$ cat config.mk
export PLATFORM = sky130hd
export DESIGN_NAME = fpe_ctrl
export DESIGN_NICKNAME = d
export VERILOG_FILES = /design/src/hw/fpe_pkg.sv /design/src/hw/fpe_timer.sv /design/src/hw/fpe_ctrl.sv
export VERILOG_INCLUDE_DIRS = /design/src /design/src/hw
export SDC_FILE = /design/constraint.sdc
export NUM_CORES = 1
export LEC_CHECK = 0
export ABC_AREA = 1
export BUFFER_PORTS_ARGS = -buffer_cell sky130_fd_sc_hd__buf_2
export CORE_ASPECT_RATIO = 0.75
export CORE_MARGIN = 2
export CORE_UTILIZATION = 31
export DETAILED_ROUTE_END_ITERATION = 12
export GPL_TIMING_DRIVEN = 0
export SLEW_MARGIN = 20
export SYNTH_ARGS = -nofsm -noshare
export SYNTH_HDL_FRONTEND = slang
export SYNTH_SLANG_ARGS = --single-unit
$ cat constraint.sdc
create_clock -name mclk -period 23.1 [get_ports mclk]
set_clock_uncertainty 0.15 [all_clocks]
set_input_delay 4.62 -clock mclk [delete_from_list [all_inputs] [get_ports mclk]]
set_output_delay 4.62 -clock mclk [all_outputs]
set_load 0.02 [all_outputs]
$ cat src/hw/fpe_defs.svh
`ifndef FPE_DEFS_SVH
`define FPE_DEFS_SVH
`define FPE_ADDR_CMD      12'hff8
`define FPE_ADDR_PAGE     12'hff9
`define FPE_ADDR_FREQ_HI  12'hffa
`define FPE_ADDR_FREQ_LO  12'hffb
`define FPE_CMD_RESET     8'h00
`define FPE_CMD_KEY1      8'h73
`define FPE_CMD_KEY2      8'h8c
`define FPE_CMD_ERASE     8'h95
`define FPE_CMD_MASS      8'h63
`define FPE_CMD_SECSEL    8'h5e
`define FPE_ST_LOCKED     6'h00
`define FPE_ST_KEY1       6'h01
`define FPE_ST_KEY2       6'h02
`define FPE_ST_UNLOCKED   6'h03
`define FPE_ST_SECSEL     6'h04
`define FPE_ST_PROG       6'h08
`define FPE_ST_ERASE      6'h10
`define FPE_PROG_US       32'd40
`define FPE_ERASE_US      32'd10000
`define FPE_FREQ_RST      16'h0000
`define FPE_LOCK_RST      8'h00
`endif

$ cat src/hw/fpe_pkg.sv
package fpe_pkg;
  typedef enum logic [2:0] {
    FPE_LOCKED, FPE_PG1, FPE_KEY1, FPE_KEY2, FPE_UNLOCKED, FPE_SECSEL, FPE_PROG, FPE_ERASE
  } fpe_state_t;
endpackage

$ cat src/hw/fpe_timer.sv
`timescale 1ns/1ps
`include "fpe_defs.svh"
// cycle timer: duration_us * khz / 1000 cycles, at least one
module fpe_timer (
  input  wire logic        mclk,     // system clock
  input  wire logic        rst,      // async reset
  input  wire logic        start,    // load pulse
  input  wire logic [31:0] dur_us,   // duration in microseconds
  input  wire logic [15:0] khz,      // clock setting in kilohertz
  output logic             done      // one-cycle end pulse
);
  logic [31:0] cnt_r;
  logic [31:0] cnt_nxt;
  logic [47:0] prod;
  logic [31:0] load;
  logic [47:0] quo;
  logic        run_r;

  // round up so a pulse is never shorter than required
  assign prod = dur_us * {16'h0000, khz} + 48'h0000_0000_03e7;
  assign quo  = prod / 48'h0000_0000_03e8;
  // a zero setting still gives a one-cycle pulse rather than a stuck timer
  assign load = (quo == 48'h0) ? 32'h1 : quo[31:0];
  assign cnt_nxt = start ? load : (run_r ? cnt_r - 32'h1 : cnt_r);
  assign done = run_r && (cnt_r == 32'h1) && !start;

  // countdown
  always_ff @(posedge mclk or posedge rst) begin
    if (rst) begin
      cnt_r <= 32'h0;
      run_r <= 1'b0;
    end else begin
      cnt_r <= cnt_nxt;
      run_r <= start | (run_r & (cnt_r != 32'h1));
    end
  end
endmodule

$ cat src/hw/fpe_ctrl.sv
`timescale 1ns/1ps
`include "fpe_defs.svh"
module fpe_ctrl (
  input  wire logic        mclk,          // system clock
  input  wire logic        rst,           // async reset, active high
  input  wire logic        reg_wr,        // register write strobe
  input  wire logic        reg_rd,        // register read strobe
  input  wire logic [11:0] reg_addr,      // register file address
  input  wire logic [7:0]  reg_wdata,     // register write data
  output logic      [7:0]  reg_rdata,     // register read data
  input  wire logic        mem_wr,        // program memory store
  input  wire logic [15:0] mem_addr,      // store address
  input  wire logic [7:0]  mem_wdata,     // store data
  input  wire logic        opt_wprot,     // write protect option
  input  wire logic        opt_rprot,     // read protect option
  input  wire logic        ext_rd_req,    // debugger or bypass read
  output logic             ext_rd_allow,  // external read permitted
  output logic             cpu_stall,     // processor stall
  output logic             irq_hold,      // defer interrupts
  output logic             nvm_prog,      // byte program pulse active
  output logic             nvm_erase,     // page erase pulse active
  output logic      [15:0] nvm_addr,      // array address
  output logic      [7:0]  nvm_wdata,     // programmed byte
  output logic      [7:0]  status         // controller state field
);
  fpe_pkg::fpe_state_t st_r, st_nxt;
  logic [7:0]  page_r;
  logic [7:0]  lock_r;
  logic [15:0] khz_r;
  logic [15:0] addr_r;
  logic [7:0]  data_r;
  logic [7:0]  rdata_r;
  logic        tstart;
  logic        tdone;

  wire wr_cmd   = reg_wr && (reg_addr == `FPE_ADDR_CMD);
  wire wr_page  = reg_wr && (reg_addr == `FPE_ADDR_PAGE);
  wire secsel   = (st_r == fpe_pkg::FPE_SECSEL);
  wire busy     = (st_r == fpe_pkg::FPE_PROG) || (st_r == fpe_pkg::FPE_ERASE);
  wire [2:0] sec_of_page = page_r[6:4];                          // 16 pages per sector
  wire sec_locked = lock_r[sec_of_page];
  wire in_page  = (mem_addr[15:9] == page_r[6:0]);
  wire prog_ok  = (st_r == fpe_pkg::FPE_UNLOCKED) && mem_wr && in_page
                  && !sec_locked && !opt_wprot;
  wire erase_ok = wr_cmd && (reg_wdata == `FPE_CMD_ERASE) && !sec_locked
                  && !opt_wprot;

  // status code from state
  logic [5:0] st_code;
  always_comb begin
    unique case (st_r)
      fpe_pkg::FPE_LOCKED, fpe_pkg::FPE_PG1: st_code = `FPE_ST_LOCKED;
      fpe_pkg::FPE_KEY1:     st_code = `FPE_ST_KEY1;
      fpe_pkg::FPE_KEY2:     st_code = `FPE_ST_KEY2;
      fpe_pkg::FPE_UNLOCKED: st_code = `FPE_ST_UNLOCKED;
      fpe_pkg::FPE_SECSEL:   st_code = `FPE_ST_SECSEL;
      fpe_pkg::FPE_PROG:     st_code = `FPE_ST_PROG;
      fpe_pkg::FPE_ERASE:    st_code = `FPE_ST_ERASE;
    endcase
  end
  assign status = {2'b00, st_code};

  // unlock sequencer; writes while busy are ignored since the core is stalled
  always_comb begin
    st_nxt = st_r;
    tstart = 1'b0;
    unique case (st_r)
      fpe_pkg::FPE_LOCKED: begin
        if (wr_cmd && reg_wdata == `FPE_CMD_SECSEL) st_nxt = fpe_pkg::FPE_SECSEL;
        else if (wr_page) st_nxt = fpe_pkg::FPE_PG1;
      end
      fpe_pkg::FPE_PG1: begin
        if (wr_cmd) begin
          if (reg_wdata == `FPE_CMD_KEY1) st_nxt = fpe_pkg::FPE_KEY1;
          else if (reg_wdata == `FPE_CMD_SECSEL) st_nxt = fpe_pkg::FPE_SECSEL;
          else st_nxt = fpe_pkg::FPE_LOCKED;
        end
      end
      fpe_pkg::FPE_KEY1: begin
        if (wr_cmd && reg_wdata == `FPE_CMD_KEY2) st_nxt = fpe_pkg::FPE_KEY2;
        else if (wr_cmd || wr_page) st_nxt = fpe_pkg::FPE_LOCKED;
      end
      fpe_pkg::FPE_KEY2: begin
        if (wr_page && reg_wdata == page_r) st_nxt = fpe_pkg::FPE_UNLOCKED;
        else if (wr_cmd || wr_page) st_nxt = fpe_pkg::FPE_LOCKED;
      end
      fpe_pkg::FPE_UNLOCKED: begin
        if (erase_ok) begin
          st_nxt = fpe_pkg::FPE_ERASE;
          tstart = 1'b1;
        end else if (wr_cmd || wr_page) begin
          st_nxt = fpe_pkg::FPE_LOCKED;
        end else if (prog_ok) begin
          st_nxt = fpe_pkg::FPE_PROG;
          tstart = 1'b1;
        end
      end
      fpe_pkg::FPE_SECSEL: begin
        if (wr_cmd && reg_wdata != `FPE_CMD_SECSEL) st_nxt = fpe_pkg::FPE_LOCKED;
      end
      fpe_pkg::FPE_PROG: begin
        if (tdone) st_nxt = fpe_pkg::FPE_UNLOCKED;          // stays open for more bytes
      end
      fpe_pkg::FPE_ERASE: begin
        if (tdone) st_nxt = fpe_pkg::FPE_LOCKED;
      end
    endcase
  end

  // state and registers
  always_ff @(posedge mclk or posedge rst) begin
    if (rst) begin
      st_r   <= fpe_pkg::FPE_LOCKED;
      page_r <= 8'h00;
      lock_r <= `FPE_LOCK_RST;
      khz_r  <= `FPE_FREQ_RST;
    end else begin
      st_r <= st_nxt;
      if (wr_page && secsel) lock_r <= lock_r | reg_wdata;
      if (wr_page && !secsel && !busy && st_r != fpe_pkg::FPE_KEY2) page_r <= reg_wdata;
      if (reg_wr && reg_addr == `FPE_ADDR_FREQ_HI) khz_r[15:8] <= reg_wdata;
      if (reg_wr && reg_addr == `FPE_ADDR_FREQ_LO) khz_r[7:0] <= reg_wdata;
    end
  end

  // captured store for the program pulse
  always_ff @(posedge mclk or posedge rst) begin
    if (rst) begin
      addr_r <= 16'h0000;
      data_r <= 8'hff;
    end else if (tstart) begin
      addr_r <= prog_ok && !erase_ok ? mem_addr : {page_r[6:0], 9'h000};
      data_r <= mem_wdata;
    end
  end

  // read mux; data is registered so reads return one cycle after the strobe
  wire [7:0] rd_mux = (reg_addr == `FPE_ADDR_CMD)     ? status :
                      (reg_addr == `FPE_ADDR_PAGE)    ? (secsel ? lock_r : page_r) :
                      (reg_addr == `FPE_ADDR_FREQ_HI) ? khz_r[15:8] :
                      (reg_addr == `FPE_ADDR_FREQ_LO) ? khz_r[7:0] : 8'h00;
  always_ff @(posedge mclk or posedge rst) begin
    if (rst) rdata_r <= 8'h00;
    else if (reg_rd) rdata_r <= rd_mux;
  end
  assign reg_rdata = rdata_r;

  // durations scale with the kilohertz setting
  fpe_timer u_timer (
    .mclk   (mclk),
    .rst    (rst),
    .start  (tstart),
    .dur_us ((st_nxt == fpe_pkg::FPE_ERASE) ? `FPE_ERASE_US : `FPE_PROG_US),
    .khz    (khz_r),
    .done   (tdone)
  );

  // array drive; program word is the captured store byte, passed to the array unmerged
  assign nvm_prog     = (st_r == fpe_pkg::FPE_PROG);
  assign nvm_erase    = (st_r == fpe_pkg::FPE_ERASE);
  assign nvm_addr     = addr_r;
  assign nvm_wdata    = data_r;
  assign cpu_stall    = busy;
  assign irq_hold     = busy;
  assign ext_rd_allow = ext_rd_req && !opt_rprot;
endmodule

Yosys cells after proc, flatten, opt, wreduce, memory -nomap -nowiden
Memory sizes are Yosys's and may differ from the RTL's.
Index checks and enable logic that the tools add are counted.

cells by class
  $add $sub $neg = 2
  $mul = 1
  div/mod/pow operators = 1
  order comparisons = 1
  eq/ne operators = 22
  multiplexer cells = 31
  bitwise gates (word level) = 3
  reductions and logical operators = 35

operator list
  operator                count
  $mux 32                 3
  $add 48x10->48 const B  1
  $div 48x10->48 const B  1
  $eq 12x12->1 const B    4
  $logic_not 48->1        1
  $mux 3                  14
  $mux 8                  5
  $eq 32x1->1 const B     1
  $ne 32x1->1 const B     1
  $sub 32x1->32 const B   1
  $mul 14x16->30          1
  $pmux 3 s8              1
  $logic_and 1x1->1       23
  $eq 8x7->1 const B      2
  $eq 8x8->1 const B      2
  $mux 16                 1
  $eq 3x3->1 const B      5
  $mux 14                 1
  $eq 8x8->1              1
  $ne 8x7->1 const B      1
  $or 8x8->8              1
  $eq 7x7->1              1
  $logic_not 1->1         7
  $eq 3x2->1 const B      2
  10 further kinds        15

word-level totals
  bits in registers = 100
  bits in read-only memories = 40
  input port bits = 52
  output and inout bits = 45
  memories kept = 1

memories
  memory            depth  bits a word  rd ports  clocked after memory_dff  wr ports  line            text
  (name not given)  8      5            1         0                         0         fpe_ctrl.sv:51  unique case (st_r)

Logic depth before layout (Yosys ltp)
Gate-level depths: netlist of the first run.

  depth in word-level cells = 21
  depth in mapped cells = 174
  mapped depth without buffers = 173

Hierarchy
A second synthesis of the first run with hierarchy kept.

second synthesis, totals
  cell total of the unflattened synthesis = 5036
  area total of the unflattened synthesis = 33668.5 um^2

by module, submodules not included
  module     instances  cells each  area an instance (um^2)  seq. area each (um^2)
  fpe_timer  1          4480        29615.9                  825.8
  fpe_ctrl   1          556         4052.6                   1686.6

Worst setup path after synthesis of the first run
No wires, ideal clock.

  path type = input port to flip-flop
  start = in reg_addr[10]
  end = reg u_timer.cnt_r[0]
  setup time = 116 ps
  arrival time = 21308 ps
  slack = 1525 ps
  cell stages on the path = 145
  path buffers = 4
  cell sequence = nand4_1 -> nor2_1 -> inv_1 -> nor2_1 -> inv_1 -> nor2_1 -> nand3b_1 -> a21oi_1 -> nand2_1 -> nand4_1 -> inv_1 -> nand2_1 -> nand2_1 -> a21oi_1 -> nand3_1 -> clkbuf_1 -> nor2_1 -> inv_1 -> (+109 left out) -> o21ai_4 -> nand2_2 -> nand2_1 -> nor2_2 -> nand3_4 -> nand2_4 -> nand2_1 -> nand2_1 -> nor2_1 -> nand2_1 -> o21bai_4 -> nand2_1 -> nand2_1 -> nor2_1 -> nand2_1 -> nand4_1 -> nand2_1 -> nand2_1

on the way
  longest elaborated chain between the ends = 19

RTL lines
  item                             line                              text
  start, declared                  fpe_ctrl.sv:8                     input wire logic [11:0] reg_addr,
  $eq 12x12->1 (no line)           -
  $logic_and 1x1->1                fpe_ctrl.sv:36                    wire wr_cmd = reg_wr && (reg_addr == `FPE_ADDR_CMD);
  $logic_and 1x1->1 (3 in series)  fpe_ctrl.sv:45                    wire erase_ok = wr_cmd && (reg_wdata == `FPE_CMD_ERASE) && !sec_locked
  $mux 1                           fpe_ctrl.sv:88                    if (erase_ok) begin
  $mux 1                           fpe_ctrl.sv:67                    unique case (st_r)
  $logic_not 1->1                  fpe_timer.sv:25                   assign done = run_r && (cnt_r == 32'h1) && !start;
  $logic_and 1x1->1                fpe_timer.sv:25
  $mux 3 (on tied branches)        fpe_ctrl.sv:105, fpe_ctrl.sv:102
  (+1 left out)                    -
  net st_nxt[0]                    fpe_ctrl.sv:26                    fpe_pkg::fpe_state_t st_r, st_nxt;
  $eq 3x3->1 *                     fpe_ctrl.sv:153                   .dur_us ((st_nxt == fpe_pkg::FPE_ERASE) ? `FPE_ERASE_US : `FPE_PROG_US),
  $mux 14 (no line) *              -
  $mul 14x16->30 *                 fpe_timer.sv:20                   assign prod = dur_us * {16'h0000, khz} + 48'h0000_0000_03e7;
  $add 48x10->48 *                 fpe_timer.sv:20
  $div 48x10->48 *                 fpe_timer.sv:21                   assign quo = prod / 48'h0000_0000_03e8;
  $logic_not 48->1                 fpe_timer.sv:23                   assign load = (quo == 48'h0) ? 32'h1 : quo[31:0];
  $mux 32 *                        fpe_timer.sv:23
  $mux 32 *                        fpe_timer.sv:24                   assign cnt_nxt = start ? load : (run_r ? cnt_r - 32'h1 : cnt_r);
  end signal, assigned             fpe_timer.sv:33                   cnt_r <= cnt_nxt;
  end, declared                    fpe_timer.sv:12                   logic [31:0] cnt_r;

The timed path passes the listed nets; every way through them passes the cells marked *.
A chain may end at the register's enable or synchronous reset.

Worst setup path in the final report of the first run
  start = in reg_addr[8]
  end = reg u_timer.cnt_r[1]

The elaborated chain is that of the path after synthesis.

==> metrics, run 1 <==
layout cells sized above 1=34.12%; critical path startpoint category=input pin; Die ar.=55840 µm²; initial DRC count=between 1000 and 1500; Syn-to-layout area delta=35.36%; mean area per synthesized cell=roughly 6.4 µm²; largest cells by area after synthesis=nand2_1 (15%), dfrtp_1 (14%), ha_1 (9.5%); Hold Path Class=register to register; YS warnings=0; Slew headroom=between 30% and 40%; Mapped Cells=2602; row count=73; GRT Total Usage=between 15 and 20%; Leakage Power=roughly 0.012 µW; Fillers=5321; status=complete, no violations; worst endpoint required time=23.20 ns; Layout Nets=between 3000 and 4000; Yosys reg bits=100; Max Root-Sink Buffers=2; DRT antenna net count=0; vias in the first global route=15340; Int Pwr=411.0 µW; synthesized area=between 15000 and 20000 µm²; final wirelength=52990 µm; Final min period=23.08 ns; worst hold stages=1; main flop type after synthesis=dfrtp_1; Max-cap violations=0; clk sinks=100; Post-route DRC=0; number of synthesized flops with an enable pin=0; Initial Utilization=31.46%; max incr delay on CP=0.55 ns; Hold Violations, Final=0; CP Class=input pin to register; n_diodes=0; Core Region=53160 µm²; largest net degree at the start of global routing=70; most frequent CP cell=nand2_4; H-Tree Level Count=3; per-cell routed wire length=around 15 µm; Die W=approximately 270 µm; root buf cell=clkbuf_16; Pre-antenna DRT Iters=7; unrepaired setup endpoints after global routing=true; Switch Pwr=approximately 330 µW; Final Worst Setup Slack=between 0.015 and 0.02 ns; Reg power frac=27.2%; number of hold buffers added after cts=0; switching part of the total power=44.56%; Max VDD drop=0.04252 mV; pre-CTS setup slack=-2.790 ns; TritonCTS Buffers=9; IO Pins=97; first-pass GRT wire length=79150 µm; vias per cell=~5; synth unique cells=between 60 and 70; Slowest-stage cell, CP=fa_1; Async S/R FF share, synth=100.0%; RePlAce Congestion=0.9023; clock-pin slew on the worst setup and hold paths=~0.070 ns; power share of the combinational group=between 50% and 60%; CP arrival=around 23 ns; fmax=around 0.043 GHz; CP max FO=8; Yosys top cell area share=14.63%; I/O Buffers=92; Least-Margin Pin Slew=0.9967 ns; Final Cycle Share=99.92%; Clock Latency Late Sink=roughly 0.36 ns; hpwl dp=approximately 39000 µm; Slew Viols, Final=0; CTS tree=yes; R2R setup slack=between 3 and 4 ns; Synth area leader=nand2_1; Final Core Density=a little over two fifths; Vias=17830; Setup crit end kind=register; initial antenna violation count=0; worst-case reg-to-reg path depth=~150; Final Setup Violations=0; clock share of power=between 20% and 30%; total gr overflow=0; sequential cell area fraction in the yosys report=between 10% and 20%; Die Span Y=205.1 µm; pwr dens=between 30 and 40 nW/µm²
critical path, delay by kind of cell:
family / cells / cell delay (ns)
buffers and inverters: 25 / 2.21
AOI/OAI and AO/OA: 10 / 1.36
and+or+nand+nor: 107 / 11.89
adders and majority gates: 7 / 2.81
xor gates and xnor gates: 1 / 0.23
cell usage after synthesis, types with 9 or more instances:
master	number
o21ai_2	9
nor2_1	236
nor2_2	29
a21oi_1	69
nand2_4	22
nor2_4	12
nand2_2	93
a32o_1	10
inv_1	418
nand2_1	652
dfrtp_1	92
o21bai_1	13
nand4_1	60
xor2_1	61
nand3_4	10
o21ai_0	87
o21ai_1	36
nand3_1	205
inv_2	65
clkbuf_1	18
nor4_1	14
nand3_2	29
nor3_1	43
fa_1	65
ha_1	127
power groups by stage:
stage          combinational, µW  clock [µW]  sequential [µW]
2_1_floorplan                230           0              201
3_3_place_gp                 291           0              204
3_5_place_dp                 291           0              204
4_1_cts                      307         154              201
5_1_grt                      430         160              203
6_report                     390         150              201
sequential cells by signal, summed over array words and instances, names as in the netlist:
| register | count |
|---|---|
| page_r | 8 |
| reg_rdata | 8 |
| khz_r | 16 |
| u_timer.run_r | 1 |
| nvm_wdata | 8 |
| u_timer.cnt_r | 32 |
| nvm_addr | 16 |
| lock_r | 8 |
| st_r | 3 |
area by class of cell:
type | count | area, µm² | share of cell area [%]
multi-input combinational | 1986 | 14740 | 65.13
sequential | 100 | 2512 | 11.10
timing repair buffer | 283 | 2051 | 9.059
inverter | 490 | 1896 | 8.374
tap | 712 | 890.9 | 3.935
buffer | 35 | 256.5 | 1.133
clock buffer | 10 | 229.0 | 1.011
clock inverter | 6 | 57.56 | 0.2543
cell usage in the layout (no fill, tap or decap), drive strengths merged, types with 3 or more instances in the layout:
| cell | synthesis | routed |
|---|---|---|
| a22oi | 7 | 7 |
| xnor2 | 7 | 7 |
| clkinvlp | 0 | 3 |
| a211oi | 4 | 4 |
| o22ai | 6 | 6 |
| mux2i | 4 | 4 |
| a32o | 10 | 10 |
| o2111ai | 4 | 4 |
| o21bai | 16 | 16 |
| nand3 | 244 | 244 |
| nand3b | 7 | 7 |
| clkinv | 6 | 3 |
| xor2 | 64 | 64 |
| o211ai | 7 | 7 |
| fa | 65 | 65 |
| nor3 | 45 | 45 |
| inv | 484 | 490 |
| buf | 15 | 296 |
| o21ai | 133 | 133 |
| a21oi | 73 | 73 |
| dfstp | 8 | 8 |
| nor2 | 277 | 277 |
| ha | 127 | 127 |
| clkbuf | 19 | 31 |
| nor4 | 14 | 14 |
| o221ai | 4 | 4 |
| or4 | 3 | 3 |
| conb | 1 | 9 |
| and2 | 5 | 5 |
| a221oi | 4 | 4 |
| nand2 | 767 | 768 |
| nand4 | 62 | 62 |
| or2 | 5 | 5 |
| dfrtp | 92 | 92 |
layer usage:
layer  GRT usage (%)  vias up  part of all wire (%)
li1                -     8927                     -
met1           27.67     8334                    50
met2           23.95      534                    42
met3           2.790       35                   6.8
met4           2.041        0                  0.78
met5               0        -                     0
final timing paths:
check                                   from                end
max                              reg_addr[8]   u_timer.cnt_r[1]
min                        u_timer.cnt_r[31]  u_timer.cnt_r[31]
max reg2reg                        page_r[4]   u_timer.cnt_r[1]
min reg2reg                u_timer.cnt_r[31]  u_timer.cnt_r[31]
max in group asynchronous                rst       nvm_wdata[7]
min in group asynchronous                rst        nvm_addr[5]
stage by stage:
step | hold WS (ns) | power, µW | TNS (ns) | cells | instance area (µm²)
2_1_floorplan | 0.2732 | 431.1 | 0 | 2610 | 16750
3_3_place_gp | 0.2908 | 495.7 | -10.35 | 3414 | 18100
3_5_place_dp | 0.3026 | 494.8 | -10.10 | 3415 | 18140
4_1_cts | 0.3128 | 661.8 | 0 | 3472 | 19340
5_1_grt | 0.3291 | 793.0 | -2.270 | 3622 | 22640
6_report | 0.3045 | 741.4 | 0 | 3622 | 22640
cell families (layout without fill, tap and decap cells):
group           Yosys count  count (layout)  share of synthesized area (%)
mux                       5               5                         0.3068
flops                   100             100                          15.02
buf+inv                 525             824                          12.28
compound gates          274             274                          10.02
xor+xnor                 71              71                          3.898
other cells               1               9                        0.02242
fa+ha+maj               192             192                          17.28
simple gates           1434            1435                          41.16
what timing repair did:
action | in CTS | in global routing
pin swaps | 55 | 273
setup endpoints to repair | 5 | 5
gates cloned | 1 | 2
buffers inserted | 40 | 148
resized for setup | 140 | 503
No activity file was read; power rests on OpenSTA's default activity.
==> run 2, diff against run 1 <==
--- a/config.mk
+++ b/config.mk
@@ -13,6 +13,7 @@
 export CORE_UTILIZATION = 31
 export DETAILED_ROUTE_END_ITERATION = 12
 export GPL_TIMING_DRIVEN = 0
+export REMOVE_ABC_BUFFERS = 1
 export SLEW_MARGIN = 20
 export SYNTH_ARGS = -nofsm -noshare
 export SYNTH_HDL_FRONTEND = slang
==> metrics, run 2 (synthesized netlist as in run 1, its figures left out) <==
CP Buf/Inv Count=23; vias in the first global route=between 15000 and 20000; I/O Buffers=between 90 and 100; TritonCTS Buffers=9; per-cell routed wire length=~14 µm; GRT Total Usage=17.26%; initial DRC count=about 1400; Slew Viols, Final=0; commonest non-fill, non-tap cells in the layout=nand2_1 (546), inv_1 (392), nor2_1 (165); Hold Path Class=register to register; CP top delay family=simple AND/OR/NAND/NOR gates; Setup crit end kind=register; pre-CTS setup slack=-4.845 ns; Final Cycle Share=99.34%; Die W=~270 µm; Leakage Power=0.01139 µW; max FFs per register=32; CP max FO=11; status=complete, no violations; largest net degree at the start of global routing=65; DRT antenna net count=0; Power Total=734.0 µW; FF-to-FF End=u_timer.cnt_r[0]; Core Region=between 50000 and 60000 µm²; n_diodes=0; hold path startpoint=u_timer.cnt_r[31]; unrepaired setup endpoints after global routing=true; Max Root-Sink Buffers=2; fmax=between 0.04 and 0.05 GHz; Layout Nets=3083; Final Setup Violations=0; number of hold buffers added after cts=0; Top reg by flops=u_timer.cnt_r; Slew headroom=21.11%; H-Tree Level Count=3; R2R setup slack=approximately 3.9 ns; RePlAce Congestion=approximately 0.90; Max-cap violations=0; Syn-to-layout area delta=30.23%; clock-pin slew on the worst setup and hold paths=around 0.07 ns; CTS tree=yes; Hold Violations, Final=0; Fin Setup TNS=0 ns; pwr dens=approximately 34 nW/µm²; Vias=~17000; Hold Path End=u_timer.cnt_r[31]; worst endpoint required time=23.19 ns; max incr delay on CP=0.54 ns; clk sinks=100; Max VDD drop=about 0.038 mV; Pre-antenna DRT Iters=7; row count=between 70 and 80; Final min period=between 20 and 25 ns; Slowest-stage cell, CP=fa_1; Least-Margin Pin Slew=roughly 1.2 ns; most frequent CP cell=nand2_4; Die ar.=~56000 µm²; critical path startpoint category=input pin; IO Pins=a little under 100; worst hold stages=1; initial antenna violation count=0; final wirelength=slightly above 50000 µm; worst-case reg-to-reg path depth=approximately 150; vias per cell=between 4 and 5; hpwl dp=around 38000 µm; commonest non-fill, non-tap cell in the layout=nand2_1; Initial Utilization=roughly a third; Die Span Y=just over 200 µm; worst r2r src=page_r[4]; total gr overflow=0; CP arrival=between 20 and 25 ns; layout cells sized above 1=31.65%; Final Worst Setup Slack=0.1518 ns; root buf cell=clkbuf_16; CP Class=input pin to register; Clock Latency Late Sink=0.35 ns; first-pass GRT wire length=approximately 80000 µm; Post-route DRC=0
-- run 2: changes by cell type in the layout (fill, tap and decap cells not counted), moves of 6 or more --
cell      change
buf_4        -40
nand2_1      +19
buf_6        -15
clkbuf_1     -14
nand2_4      -14
buf_2         +7
ha_1          +6
ha_4          -6
inv_4         -6
nand3_1       +6
o21ai_4       -6
-- run 2: layer usage --
metal / routed length (µm) / vias up / share of wire [%] / global-route usage, %
li1: - / 8797 / - / -
met1: 26770 / 8089 / 53 / 27.93
met2: 20610 / 485 / 41 / 24.45
met3: 3067 / 40 / 6.0 / 2.028
met4: 421 / 0 / 0.83 / 2.100
met5: 0 / - / 0 / 0
-- run 2: report_power, final --
part / switching (µW) / total, µW / internal, µW
clock: 71.0 / 146 / 74.8
combinational: 245 / 387 / 142
sequential: 14.2 / 202 / 187
-- run 2: area by class of cell --
cell class                 count  area, µm²
timing repair buffer         247       1758
timing repair inverter         1      7.507
clock buffer                  10      229.0
tap                          712      890.9
inverter                     490       1883
fill                        5475      31380
clock inverter                 6      47.55
multi-input combinational   1990      14450
sequential                   100       2512
-- run 2: worst max path at each step --
stage                       from               end  slack (ns)  cells after the start
floorplan           reg_addr[10]  u_timer.cnt_r[0]        0.35                    140
global placement    reg_addr[10]  u_timer.cnt_r[0]       -5.36                    132
detailed placement  reg_addr[10]  u_timer.cnt_r[0]       -4.84                    138
CTS                  reg_addr[2]  u_timer.cnt_r[0]       -0.08                    152
global route         reg_addr[3]  u_timer.cnt_r[0]       -0.96                    147
finish              reg_addr[10]  u_timer.cnt_r[0]        0.15                    146
-- run 2: per-stage QoR --
stage | utilization (%) | cells | cell area [µm²] | hold WS, ns
floorplan | - | 2575 | 16540 | 0.2732
CTS | 36.63 | 3465 | 19470 | 0.3046
finish | 40.97 | 3556 | 21780 | 0.3031
global placement | 33.67 | 3380 | 17900 | 0.2910
global route | 40.97 | 3556 | 21780 | 0.3348
detailed placement | 33.77 | 3382 | 17950 | 0.2924
-- run 2: worst register-to-register path: cells and delay by family, from the launching register on --
kind                     cells  cell delay (ns)
XOR/XNOR                     1             0.26
AND/OR/NAND/NOR            107            11.60
AO/OA/AOI/OAI               10             1.61
buffers and inverters       20             2.01
adder cells (fa/ha/maj)      7             2.82
flip-flops                   1             0.58
-- run 2: what timing repair did --
| action | 4_1_cts | 5_1_grt |
|---|---|---|
| pin swaps | 51 | 189 |
| setup endpoints to repair | 8 | 5 |
| resized for setup | 155 | 384 |
| endpoints found under the hold margin | 0 | 0 |
| setup buffers | 63 | 88 |
| gates cloned | 4 | 3 |
==> run 3, diff against run 2 <==
--- a/config.mk
+++ b/config.mk
@@ -7,14 +7,15 @@
 export NUM_CORES = 1
 export LEC_CHECK = 0
 export ABC_AREA = 1
+export ABC_CLOCK_PERIOD_IN_PS = 23100
 export BUFFER_PORTS_ARGS = -buffer_cell sky130_fd_sc_hd__buf_2
 export CORE_ASPECT_RATIO = 0.75
 export CORE_MARGIN = 2
 export CORE_UTILIZATION = 31
+export CTS_BUF_LIST = sky130_fd_sc_hd__clkbuf_16
 export DETAILED_ROUTE_END_ITERATION = 12
 export GPL_TIMING_DRIVEN = 0
 export REMOVE_ABC_BUFFERS = 1
-export SLEW_MARGIN = 20
 export SYNTH_ARGS = -nofsm -noshare
 export SYNTH_HDL_FRONTEND = slang
 export SYNTH_SLANG_ARGS = --single-unit
==> metrics, run 3 (synthesized netlist as in run 1, its figures left out) <==
DRT antenna net count=0; fmax=around 0.043 GHz; Final min period=between 20 and 25 ns; vias per cell=roughly 4.9; Placed Instances=3382; Die W=between 200 and 300 µm; Vias=between 15000 and 20000; Max Root-Sink Buffers=2; Final Cycle Share=99.59%; hpwl dp=38130 µm; Clock Latency Late Sink=~0.35 ns; total gr overflow=0; Final Worst Setup Slack=roughly 0.094 ns; met3 global-route usage=under 10%; Register Area=about 2500 µm²; layout cells sized above 1=about 33%; busiest grt layer=met1; Final Core Density=between 40% and 50%; CTS tree=yes; pwr dens=approximately 34 nW/µm²; vias in the first global route=between 15000 and 20000; Syn-to-layout area delta=31.93%; Post-route DRC=0; Max VDD drop=between 0.03 and 0.04 mV; Hold Path Class=register to register; Max-cap violations=0; largest net degree at the start of global routing=65; clk sinks=100; final wirelength=around 51000 µm; IO Pins=a little under 100; initial antenna violation count=1; Slew headroom=12.80%; root buf cell=clkbuf_16; CP max FO=8; Final Setup Violations=0; Initial Utilization=31.46%; fin cells=between 3000 and 4000; Setup crit end kind=register; Slew Viols, Final=0; first-pass GRT wire length=around 80000 µm; Slowest-stage cell, CP=a2111oi_0; met2 track demand over resource=approximately a quarter; initial DRC count=roughly 1300; Fillers=roughly 5400; max incr delay on CP=around 0.79 ns; GRT Total Usage=17.35%; I/O Buffers=a little over 90; area occupied by multi-input gates=14590 µm²; Pre-antenna DRT Iters=5; max FFs per register=32; CP Class=input pin to register; Die ar.=about 56000 µm²; Layout Nets=3098; Hold Violations, Final=0; status=complete, no violations; Top reg by flops=u_timer.cnt_r; row count=73; Core Region=53160 µm²; clock-pin slew on the worst setup and hold paths=0.07 ns; TritonCTS Buffers=9; Leakage Power=approximately 0.012 µW; M1 GR Usage=28.24%; critical path startpoint category=input pin; RePlAce Congestion=about 0.90; Hold WS=0.3049 ns; H-Tree Level Count=3; pre-CTS setup slack=-5.377 ns; commonest non-fill, non-tap cell in the layout=nand2_1; number of hold buffers added after cts=0; per-cell routed wire length=14.30 µm; Least-Margin Pin Slew=1.303 ns; Power Total=about 760 µW; unrepaired setup endpoints after global routing=true; n_diodes=0; Die Span Y=~210 µm; most frequent CP cell=nand2_2; commonest non-fill, non-tap cells in the layout=nand2_1 (533), inv_1 (390), nor2_1 (163); CP arrival=between 20 and 25 ns; worst endpoint required time=23.19 ns
run 3: cell count changes in the layout (fill, tap and decap cells not counted), moves of 3 or more:
cell / delta
buf_4: +13
nand2_1: -13
nand2_2: +10
nand3_1: -10
nand3_2: +7
a21oi_1: -3
a21oi_2: +3
ha_2: +3
nand3_4: +3
o21ai_1: +3
o21ai_2: -3
o21bai_1: -3
run 3: final timing paths:
check	start	cells past startpoint	to	slack, ns
max in group asynchronous	rst	3	nvm_wdata[2]	17.91
min	u_timer.cnt_r[31]	1	u_timer.cnt_r[31]	0.30
min reg2reg	u_timer.cnt_r[31]	1	u_timer.cnt_r[31]	0.30
max	reg_wdata[4]	137	u_timer.cnt_r[0]	0.09
max reg2reg	page_r[4]	138	u_timer.cnt_r[0]	4.00
min in group asynchronous	rst	2	nvm_addr[2]	4.16
run 3: power breakdown:
group          internal, µW  total [µW]  switching [µW]
Sequential              187         201            14.0
Clock                  74.2         145            70.8
Combinational           156         413             256
Total                   418         759             341
run 3: final cells by class:
cell class | count | share of cell area, %
multi-input cells | 1989 | 66.14
flip-flops and latches | 100 | 11.39
inverters | 490 | 8.591
repair buffers | 263 | 8.557
well taps | 712 | 4.038
clock buffers | 9 | 1.021
clock inverters | 7 | 0.2268
repair inverters | 1 | 0.03403
run 3: timing repair:
item	4_1_cts	5_1_grt
endpoints found under the setup margin	9	5
pin swaps	80	214
gates resized for setup	175	414
gates cloned	4	2
setup buffers	68	99
endpoints found under the hold margin	0	0
run 3: worst max-delay path, delay by kind of cell:
family | cells | cell delay (ns)
fa+ha+maj | 7 | 2.91
xor+xnor | 1 | 0.27
buf+inv | 25 | 2.61
compound gates | 12 | 2.49
simple gates | 92 | 10.11
run 3: layer usage:
metal	share of wire, %	up-vias	wire (µm)
met5	0	-	0
met4	1.1	0	570
met3	5.9	43	3038
met2	40	489	20680
met1	52	8167	26790
li1	-	8824	-
run 3: through the flow:
step | setup TNS (ns) | cell area, µm²
2_1_floorplan | 0 | 16540
3_3_place_gp | -30.64 | 17900
3_5_place_dp | -30.81 | 17940
4_1_cts | 0 | 19610
5_1_grt | -2.058 | 22060
6_report | 0 | 22060
